<file path="config.mk">
export PLATFORM = sky130hd
export DESIGN_NAME = pcrs_read_seq
export DESIGN_NICKNAME = d
export VERILOG_FILES = /design/src/logic/pcrs_pkg.sv /design/src/logic/pcrs_read_seq.sv /design/src/logic/pcrs_phase_gen.sv
export SDC_FILE = /design/constraint.sdc
export NUM_CORES = 1
export LEC_CHECK = 0
export ABC_AREA = 1
export BUFFER_PORTS_ARGS = -buffer_cell sky130_fd_sc_hd__buf_2
export CAP_MARGIN = 20
export CORE_ASPECT_RATIO = 0.5
export CORE_MARGIN = 10
export CORE_UTILIZATION = 30
export CTS_BUF_LIST = sky130_fd_sc_hd__clkbuf_8
export DETAILED_ROUTE_END_ITERATION = 10
export GPL_TIMING_DRIVEN = 0
export SYNTH_ARGS = -nofsm -noshare
export SYNTH_HDL_FRONTEND = slang
export SYNTH_SLANG_ARGS = --single-unit
export TNS_END_PERCENT = 10
</file>
<file path="constraint.sdc">
create_clock -name clk_sys -period 2.8 [get_ports clk_sys]
set_clock_uncertainty 0.1 [all_clocks]
set_input_delay 0.42 -clock clk_sys [delete_from_list [all_inputs] [get_ports clk_sys]]
set_output_delay 0.42 -clock clk_sys [all_outputs]
set_load 0.01 [all_outputs]
</file>
<file path="src/logic/pcrs_pkg.sv">
// Contract
// accept a fetch only with no alarm, cards in hopper, power up
// on accept, drive pick solenoid and pulse pick_reset_pulse
// pick sensor arrival produces the pinch solenoid drive
// leading edge darkening read station issues good_pick_reset
// column timing comes from timing-disc pulses
// column counter advances once per synchronised disc pulse
// dark check at column 0, light check at column 84
// exactly one column_data_strobe per each of 80 columns
// each strobe loads the row pattern, at set columns only
// 1.2 MHz oscillator with three-phase logic times the block; the code uses a four-phase source and only c1 paces it
// lit sensor is a hole, dark is none, into data register
// data register drives the host data lines
// any light at dark check gives read fault, ready drops
// any dark at light check gives read fault, ready drops
// no pick sensor 250 ms after fetch gives motion_fault
// start reset clears every latched error
// pick, read station and disc inputs pass two-stage synchronisers
`default_nettype none
package pcrs_pkg;
  // clock and timing
  localparam longint CLK_HZ = 100_000_000;
  localparam int unsigned CLK_KHZ = 100000;
  localparam int unsigned OSC_KHZ = 1200;
  localparam int ACC_W = 17;
  localparam longint PICK_TIMEOUT_MS = 250;
  localparam int unsigned PICK_TIMEOUT_CYC =
    int'((PICK_TIMEOUT_MS * CLK_HZ) / 64'd1000);
  // card geometry
  localparam int ROWS = 12;
  localparam logic [7:0] COL_DARK_CHK = 8'h00;
  localparam logic [7:0] COL_FIRST = 8'h01;
  localparam logic [7:0] COL_LAST = 8'h50;
  localparam logic [7:0] COL_LIGHT_CHK = 8'h54;
  // register byte offsets
  localparam logic [7:0] REG_CTRL = 8'h00;
  localparam logic [7:0] REG_STATUS = 8'h04;
  localparam logic [7:0] REG_IRQ_STAT = 8'h08;
  localparam logic [7:0] REG_IRQ_MASK = 8'h0c;
  localparam logic [7:0] REG_DATA = 8'h10;
  // control and status fields
  localparam int CTRL_START = 0;
  localparam int ST_READY = 0;
  localparam int ST_BUSY = 1;
  localparam int ST_MFAULT = 2;
  localparam int ST_RFAULT = 3;
  localparam int ST_PICK = 4;
  localparam int ST_PINCH = 5;
  localparam int ST_COL_LSB = 8;
  // interrupt bits
  localparam int IRQ_W = 3;
  localparam int IRQ_MOTION = 0;
  localparam int IRQ_READ = 1;
  localparam int IRQ_DONE = 2;
  localparam logic [IRQ_W-1:0] IRQ_MASK_RST = 3'h0;
  // sequencer states
  typedef enum logic [1:0] {
    PCRS_IDLE,
    PCRS_PICK,
    PCRS_FEED,
    PCRS_READ
  } pcrs_fsm_t;
endpackage
`default_nettype wire

</file>
<file path="src/logic/pcrs_read_seq.sv">
`timescale 1ns/1ps
`default_nettype none
module pcrs_read_seq #(
  parameter int ROWS = pcrs_pkg::ROWS,
  parameter int unsigned PICK_TIMEOUT_CYC = pcrs_pkg::PICK_TIMEOUT_CYC
) (
  // clock and reset
  input wire logic clk_sys,
  input wire logic nrst,
  // ahb-lite slave
  input wire logic hsel,
  input wire logic [31:0] haddr,
  input wire logic [1:0] htrans,
  input wire logic hwrite,
  input wire logic [2:0] hsize,
  input wire logic [31:0] hwdata,
  input wire logic hready,
  output logic hreadyout,
  output logic hresp,
  output logic [31:0] hrdata,
  output logic irq,
  // host interface
  input wire logic fetch_req,
  output logic ready,
  output logic motion_fault,
  output logic read_fault,
  output logic column_data_strobe,
  output logic [ROWS-1:0] data_lines,
  output logic final_column_sample,
  // machine status inputs
  input wire logic hopper_ok,
  input wire logic power_ok,
  // sensors, asynchronous to the clock
  input wire logic pick_sensor,
  input wire logic [ROWS-1:0] row_light,
  input wire logic disc_pulse,
  // solenoid drives and sync control pulses
  output logic pick_sol,
  output logic pinch_sol,
  output logic pick_reset_pulse,
  output logic good_pick_reset
);
  typedef struct packed {
    pcrs_pkg::pcrs_fsm_t st;
    logic [31:0] tmo;
    logic [7:0] col;
    logic col_pend;
    logic [ROWS-1:0] row1;
    logic [ROWS-1:0] row2;
    logic pick1;
    logic pick2;
    logic disc1;
    logic disc2;
    logic disc3;
    logic pick_sol;
    logic pinch_sol;
    logic pick_rst;
    logic gp_rst;
    logic strobe;
    logic fcs;
    logic [ROWS-1:0] data;
    logic mfault;
    logic rfault;
    logic [pcrs_pkg::IRQ_W-1:0] ist;
    logic [pcrs_pkg::IRQ_W-1:0] imask;
    logic ap_v;
    logic ap_w;
    logic [7:0] ap_a;
    logic [31:0] rdata;
  } pcrs_state_t;

  pcrs_state_t r, n;
  logic ph_b, ph_c, ph_d, c1;
  logic accept, any_light, any_dark, tick, start_wr, ap_take;
  logic [31:0] rd_val;
  logic [pcrs_pkg::IRQ_W-1:0] ev;

  // four-phase timing source; only c1 paces the column logic
  pcrs_phase_gen u_phase (
    .clk_sys(clk_sys),
    .nrst(nrst),
    .ph_b(ph_b),
    .ph_c(ph_c),
    .ph_d(ph_d),
    .c1(c1)
  );

  // decoded conditions
  assign ready = !r.mfault && !r.rfault && hopper_ok && power_ok;
  assign accept = (r.st == pcrs_pkg::PCRS_IDLE) && fetch_req && ready;
  assign any_light = |r.row2;
  assign any_dark = ~&r.row2;
  assign tick = r.col_pend && c1;
  assign ap_take = hsel && hready && htrans[1];
  assign start_wr = r.ap_v && r.ap_w && (r.ap_a == pcrs_pkg::REG_CTRL) &&
                    hwdata[pcrs_pkg::CTRL_START];

  // read mux, sampled in the address phase
  always_comb begin
    rd_val = 32'h0;
    case (haddr[7:0])
      pcrs_pkg::REG_STATUS: begin
        rd_val[pcrs_pkg::ST_READY] = ready;
        rd_val[pcrs_pkg::ST_BUSY] = r.st != pcrs_pkg::PCRS_IDLE;
        rd_val[pcrs_pkg::ST_MFAULT] = r.mfault;
        rd_val[pcrs_pkg::ST_RFAULT] = r.rfault;
        rd_val[pcrs_pkg::ST_PICK] = r.pick_sol;
        rd_val[pcrs_pkg::ST_PINCH] = r.pinch_sol;
        rd_val[pcrs_pkg::ST_COL_LSB +: 8] = r.col;
      end
      pcrs_pkg::REG_IRQ_STAT: rd_val[pcrs_pkg::IRQ_W-1:0] = r.ist;
      pcrs_pkg::REG_IRQ_MASK: rd_val[pcrs_pkg::IRQ_W-1:0] = r.imask;
      pcrs_pkg::REG_DATA: rd_val[ROWS-1:0] = r.data;
      default: rd_val = 32'h0;
    endcase
  end

  // next-state logic for the whole block
  always_comb begin
    n = r;
    ev = '0;
    n.pick_rst = 1'b0;
    n.gp_rst = 1'b0;
    n.strobe = 1'b0;
    n.fcs = 1'b0;
    // two-stage synchronisers, first stage read only by the second
    n.pick1 = pick_sensor;
    n.pick2 = r.pick1;
    n.row1 = row_light;
    n.row2 = r.row1;
    n.disc1 = disc_pulse;
    n.disc2 = r.disc1;
    n.disc3 = r.disc2;
    // a disc edge waits for the next c1 phase; a new edge wins the clear
    n.col_pend = (r.col_pend && !c1) || (r.disc2 && !r.disc3);
    // host bus address phase
    n.ap_v = ap_take;
    n.ap_w = hwrite;
    n.ap_a = haddr[7:0];
    if (ap_take) begin
      n.rdata = rd_val;
    end
    // start reset clears latched errors; a fault in the same cycle wins
    if (start_wr) begin
      n.mfault = 1'b0;
      n.rfault = 1'b0;
    end
    case (r.st)
      pcrs_pkg::PCRS_IDLE: begin
        n.tmo = 32'h0;
        if (accept) begin
          n.pick_sol = 1'b1;
          n.pick_rst = 1'b1;
          n.st = pcrs_pkg::PCRS_PICK;
        end
      end
      pcrs_pkg::PCRS_PICK: begin
        n.tmo = r.tmo + 32'h1;
        if (r.pick2) begin
          n.pick_sol = 1'b0;
          n.pinch_sol = 1'b1;
          n.tmo = 32'h0;
          n.st = pcrs_pkg::PCRS_FEED;
        end else if (r.tmo >= PICK_TIMEOUT_CYC - 1) begin
          n.pick_sol = 1'b0;
          n.mfault = 1'b1;
          ev[pcrs_pkg::IRQ_MOTION] = 1'b1;
          n.st = pcrs_pkg::PCRS_IDLE;
        end
      end
      pcrs_pkg::PCRS_FEED: begin
        // a card that never reaches the read station is a motion fault too
        n.tmo = r.tmo + 32'h1;
        if (!any_light) begin
          n.gp_rst = 1'b1;
          n.col = pcrs_pkg::COL_DARK_CHK;
          n.col_pend = 1'b0;
          n.st = pcrs_pkg::PCRS_READ;
        end else if (r.tmo >= PICK_TIMEOUT_CYC - 1) begin
          n.pinch_sol = 1'b0;
          n.mfault = 1'b1;
          ev[pcrs_pkg::IRQ_MOTION] = 1'b1;
          n.st = pcrs_pkg::PCRS_IDLE;
        end
      end
      pcrs_pkg::PCRS_READ: begin
        if (tick) begin
          n.col = r.col + 8'h01;
          if (r.col == pcrs_pkg::COL_DARK_CHK && any_light) begin
            n.rfault = 1'b1;
            ev[pcrs_pkg::IRQ_READ] = 1'b1;
          end
          if (r.col >= pcrs_pkg::COL_FIRST && r.col <= pcrs_pkg::COL_LAST) begin
            n.strobe = 1'b1;
            n.data = r.row2; // lit row is a hole
          end
          if (r.col == pcrs_pkg::COL_LIGHT_CHK) begin
            n.col = r.col;
            n.fcs = 1'b1;
            n.pinch_sol = 1'b0;
            ev[pcrs_pkg::IRQ_DONE] = 1'b1;
            n.st = pcrs_pkg::PCRS_IDLE;
            if (any_dark) begin
              n.rfault = 1'b1;
              ev[pcrs_pkg::IRQ_READ] = 1'b1;
            end
          end
        end
      end
      default: n.st = pcrs_pkg::PCRS_IDLE;
    endcase
    // bus writes in the data phase
    if (r.ap_v && r.ap_w && r.ap_a == pcrs_pkg::REG_IRQ_MASK) begin
      n.imask = hwdata[pcrs_pkg::IRQ_W-1:0];
    end
    // sticky interrupt status, write one to clear, a new event wins
    if (r.ap_v && r.ap_w && r.ap_a == pcrs_pkg::REG_IRQ_STAT) begin
      n.ist = r.ist & ~hwdata[pcrs_pkg::IRQ_W-1:0];
    end
    n.ist = n.ist | ev;
  end

  always_ff @(posedge clk_sys) begin
    if (!nrst) begin
      r <= '0;
    end else begin
      r <= n;
    end
  end

  // outputs, all from flops except the handshake and level terms
  assign hreadyout = 1'b1;
  assign hresp = 1'b0;
  assign hrdata = r.rdata;
  assign irq = |(r.ist & r.imask);
  assign motion_fault = r.mfault;
  assign read_fault = r.rfault;
  assign column_data_strobe = r.strobe;
  assign data_lines = r.data;
  assign final_column_sample = r.fcs;
  assign pick_sol = r.pick_sol;
  assign pinch_sol = r.pinch_sol;
  assign pick_reset_pulse = r.pick_rst;
  assign good_pick_reset = r.gp_rst;

  // checks
  logic [7:0] strobe_cnt;
  always_ff @(posedge clk_sys) begin
    if (!nrst || good_pick_reset) begin
      strobe_cnt <= 8'h0;
    end else if (column_data_strobe) begin
      strobe_cnt <= strobe_cnt + 8'h01;
    end
  end
endmodule
`default_nettype wire

</file>
<file path="src/logic/pcrs_phase_gen.sv">
`timescale 1ns/1ps
`default_nettype none
module pcrs_phase_gen #(
  parameter int unsigned OSC_KHZ = pcrs_pkg::OSC_KHZ,
  parameter int unsigned CLK_KHZ = pcrs_pkg::CLK_KHZ
) (
  // clock and reset
  input wire logic clk_sys,
  input wire logic nrst,
  // phase enables, one cycle each, at 300 kHz / 4
  output logic ph_b,
  output logic ph_c,
  output logic ph_d,
  output logic c1
);
  localparam int AW = pcrs_pkg::ACC_W;

  typedef struct packed {
    logic [AW-1:0] acc;
    logic [1:0] div;
    logic [1:0] ph;
    logic [3:0] out;
  } pcrs_pg_t;

  pcrs_pg_t r, n;
  logic [AW-1:0] sum;

  // fractional accumulator gives the 1.2 MHz rate on average; jitter of
  // one system clock is harmless against the slow disc pulses
  always_comb begin
    n = r;
    n.out = 4'h0;
    sum = r.acc + AW'(OSC_KHZ);
    if (sum >= AW'(CLK_KHZ)) begin
      n.acc = sum - AW'(CLK_KHZ);
      n.div = r.div + 2'h1;
      if (r.div == 2'h3) begin
        n.ph = r.ph + 2'h1;
        n.out = 4'h1 << r.ph;
      end
    end else begin
      n.acc = sum;
    end
  end

  always_ff @(posedge clk_sys) begin
    if (!nrst) begin
      r <= '0;
    end else begin
      r <= n;
    end
  end

  assign ph_b = r.out[0];
  assign ph_c = r.out[1];
  assign ph_d = r.out[2];
  assign c1 = r.out[3];
endmodule
`default_nettype wire

</file>
==> reports/metrics.cfg <==
[logic_synthesis]
synth_cells = 1018
synth_top_family_by_area = simple AND/OR/NAND/NOR gates
synth_seq_cells = 142
synthSimpleGateAreaFrac_pct = 29.1
synth-compound-area-share_pct = 12.3
syn_area_per_cell_um2 = 6.94
synthMuxAreaShare_pct = 0
ys_seq_area_share_pct = 40.2
synth_fa_ha_area_share_pct = 2.48
synth-xor-area-share_pct = 1.10
synth_area_um2 = 7060
synth_warnings = 0
synth_cell_type_count = 47

[worst_setup_path]
cp_num_buf_inv = 3
slowest_delay_ns = 0.46
worstPathRequired_ns = 3.08
cp-start-kind = flop
critical_path.top_delay_family = buffers and inverters
path_class = reg2reg
critPathMaxFanout = 10
worstPathCellList = ha_1 > clkinv_1 > a21oi_4 > inv_1 > clkbuf_1 > a211oi_1
end_kind = flop
critPathArrivalTime_ns = 2.90
cp_slowest_cell = dfxtp_1

[place]
numPortBuffers = 71
gp_congestion = 0.940
dp_hpwl_um = 14500
dp_worst_setup_slack_ns = 0.0390

[clock_tree]
clkSlewWorstSetupHoldPaths_ns = 0.09
clockBufferDepth = 2
insertion_delay_ns = 0.47
tritoncts = yes
clkSinkCount = 142
cts_hold_buf = 0
cts_buffers = 17
h-tree-depth = 4
clock-root-buffer = clkbuf_8

[power]
power_leakage_nw = 3.84
switchingPower_mw = 1.28
p_seq_share_pct = 49.6
vdd_drop_max_uv = 228
p_clk_share_pct = 39.2
p_int_mw = 3.01
combinationalPowerShare_pct = 11.2
power_density_nw_per_um2 = 519
swShare_pct = 29.9

[grt]
gr-total-overflow = 0
grt_usage_pct = 12.1
antenna_found_initial = 0
grt_max_degree = 17
grt_pass1_vias = 6145
grt_pass1_wl_um = 30600

[routing]
dr.first_iter.drc_count = 401
drcViolationCount = 0
wire_per_inst_um = 12.8
dr.pass1.iters = 6
vias = 6561
via_per_inst = 4.54
drtAntennaViolNets = 0
routed_wl_um = 18400

[die]
start_util_pct = 30.7
fp.dieH_um = 128
core_um2 = 23000
die_area_um2 = 30500
pin_count = 147
die-width_um = 237
rows = 39

[timing]
hold_viol = 0
fin_ws_ns = 0.185
maxSlewHeadroom_pct = 53.0
worst-slew-pin-transition_ns = 0.699
finalSetupViolCount = 0
rsz0062_at_grt = no
maxSlewViolCount = 0
fin_tns_setup_ns = 0
clock.fmax_mhz = 382
min_period_ns = 2.62
period_share_pct = 93.4
hold_ws_ns = 0.0319

[outcome]
outcome = complete, no violations

[layout]
layout_commonest_cell = nand2_1
most-common-layout-cells = nand2_1, inv_1, dfxtp_1
num_antenna_cells = 0
syn_to_final_growth_pct = 17.1
nets = 1229
drive_above_1_share_pct = 15.6

[job]
maxCapViolCount = 0

[worst_hold_path]
hold_class = in2reg

-- sequential cells by signal (all words and copies together), names as in the netlist, 12 cells and up --
register / count
hrdata: 16
r: 73
u_phase.r: 17
data_lines: 12
n: 15
-- power groups by stage --
stage / logic [mW] / clock network, mW / registers (mW)
3_5_place_dp: 0.480 / 0 / 2.18
3_3_place_gp: 0.472 / 0 / 2.17
2_1_floorplan: 0.352 / 0 / 2.16
6_report: 0.483 / 1.68 / 2.13
5_1_grt: 0.555 / 1.80 / 2.14
4_1_cts: 0.482 / 1.72 / 2.13
-- per-stage QoR --
step	utilization, %	instances	power (mW)	instance area (µm²)
2_1_floorplan	-	1034	2.51	7120
3_3_place_gp	34.2	1412	2.65	7860
3_5_place_dp	34.2	1412	2.66	7860
4_1_cts	36.0	1444	4.33	8270
5_1_grt	36.0	1444	4.49	8270
6_report	36.0	1444	4.29	8270
-- path summary, 6_finish.rpt --
path                                   start      to  slack (ns)  cells past startpoint
worst max register to register        r[139]  r[109]        0.18                      6
worst min register to register         n[73]   r[73]        0.32                      2
worst min-delay path            row_light[7]   n[80]        0.03                      3
worst max-delay path                  r[139]  r[109]        0.18                      6
-- synth_stat cells, drive strengths merged --
cell	number	share of area (%)
a211oi	5	0.53
a21oi	70	5.0
a221oi	2	0.25
a22oi	1	0.11
a311oi	1	0.12
a31oi	1	0.089
a41o	1	0.14
and3	2	0.18
and3b	1	0.12
buf	51	5.4
clkbuf	18	0.96
clkinv	1	0.053
conb	2	0.11
dfxtp	142	40
ha	14	2.5
inv	155	8.2
nand2	241	13
nand3	57	4.2
nand3b	10	1.1
nand4	16	1.4
nor2	117	6.3
nor3	18	1.3
nor3b	2	0.21
nor4	7	0.62
o2111ai	2	0.25
o211a	1	0.14
o211ai	9	0.96
o21a	2	0.21
o21ai	49	3.5
o21bai	1	0.11
o221ai	6	0.74
o22ai	1	0.089
o32ai	1	0.12
or2	3	0.27
xnor2	1	0.23
xor2	7	0.87
-- worst register-to-register path, stage by stage, from the launching register on --
cell	delay, ns
dfxtp_1	0.46
ha_1	0.39
clkinv_1	0.39
a21oi_4	0.44
inv_1	0.24
clkbuf_1	0.30
a211oi_1	0.22
-- cells by family (layout without fill, tap and decap cells) --
family          Yosys count  in the layout
other cells               2             18
xor+xnor                  8              8
flops                   142            142
compound gates          153            153
simple gates            474            474
fa+ha+maj                14             14
buf+inv                 225            328
-- area by class of cell --
class | instances | area [µm²]
plain buffers | 69 | 449
clock buffers | 17 | 234
clock inverters | 15 | 169
fillers | 2448 | 14700
inverters | 156 | 586
multi-input cells | 667 | 3250
flip-flops and latches | 142 | 2840
well taps | 307 | 384
repair buffers | 71 | 355
-- routing by layer --
metal  part of all wire, %  track usage (%)
met4                   1.4             4.51
met2                    47             20.3
met3                   4.8             2.78
met5                     0                0
met1                    47             14.9
-- timing repair --
action,4_1_cts,5_1_grt
endpoints found under the setup margin,0,10
resized for setup,0,1
setup buffers,0,0
No activity file was read; power rests on OpenSTA's default activity.
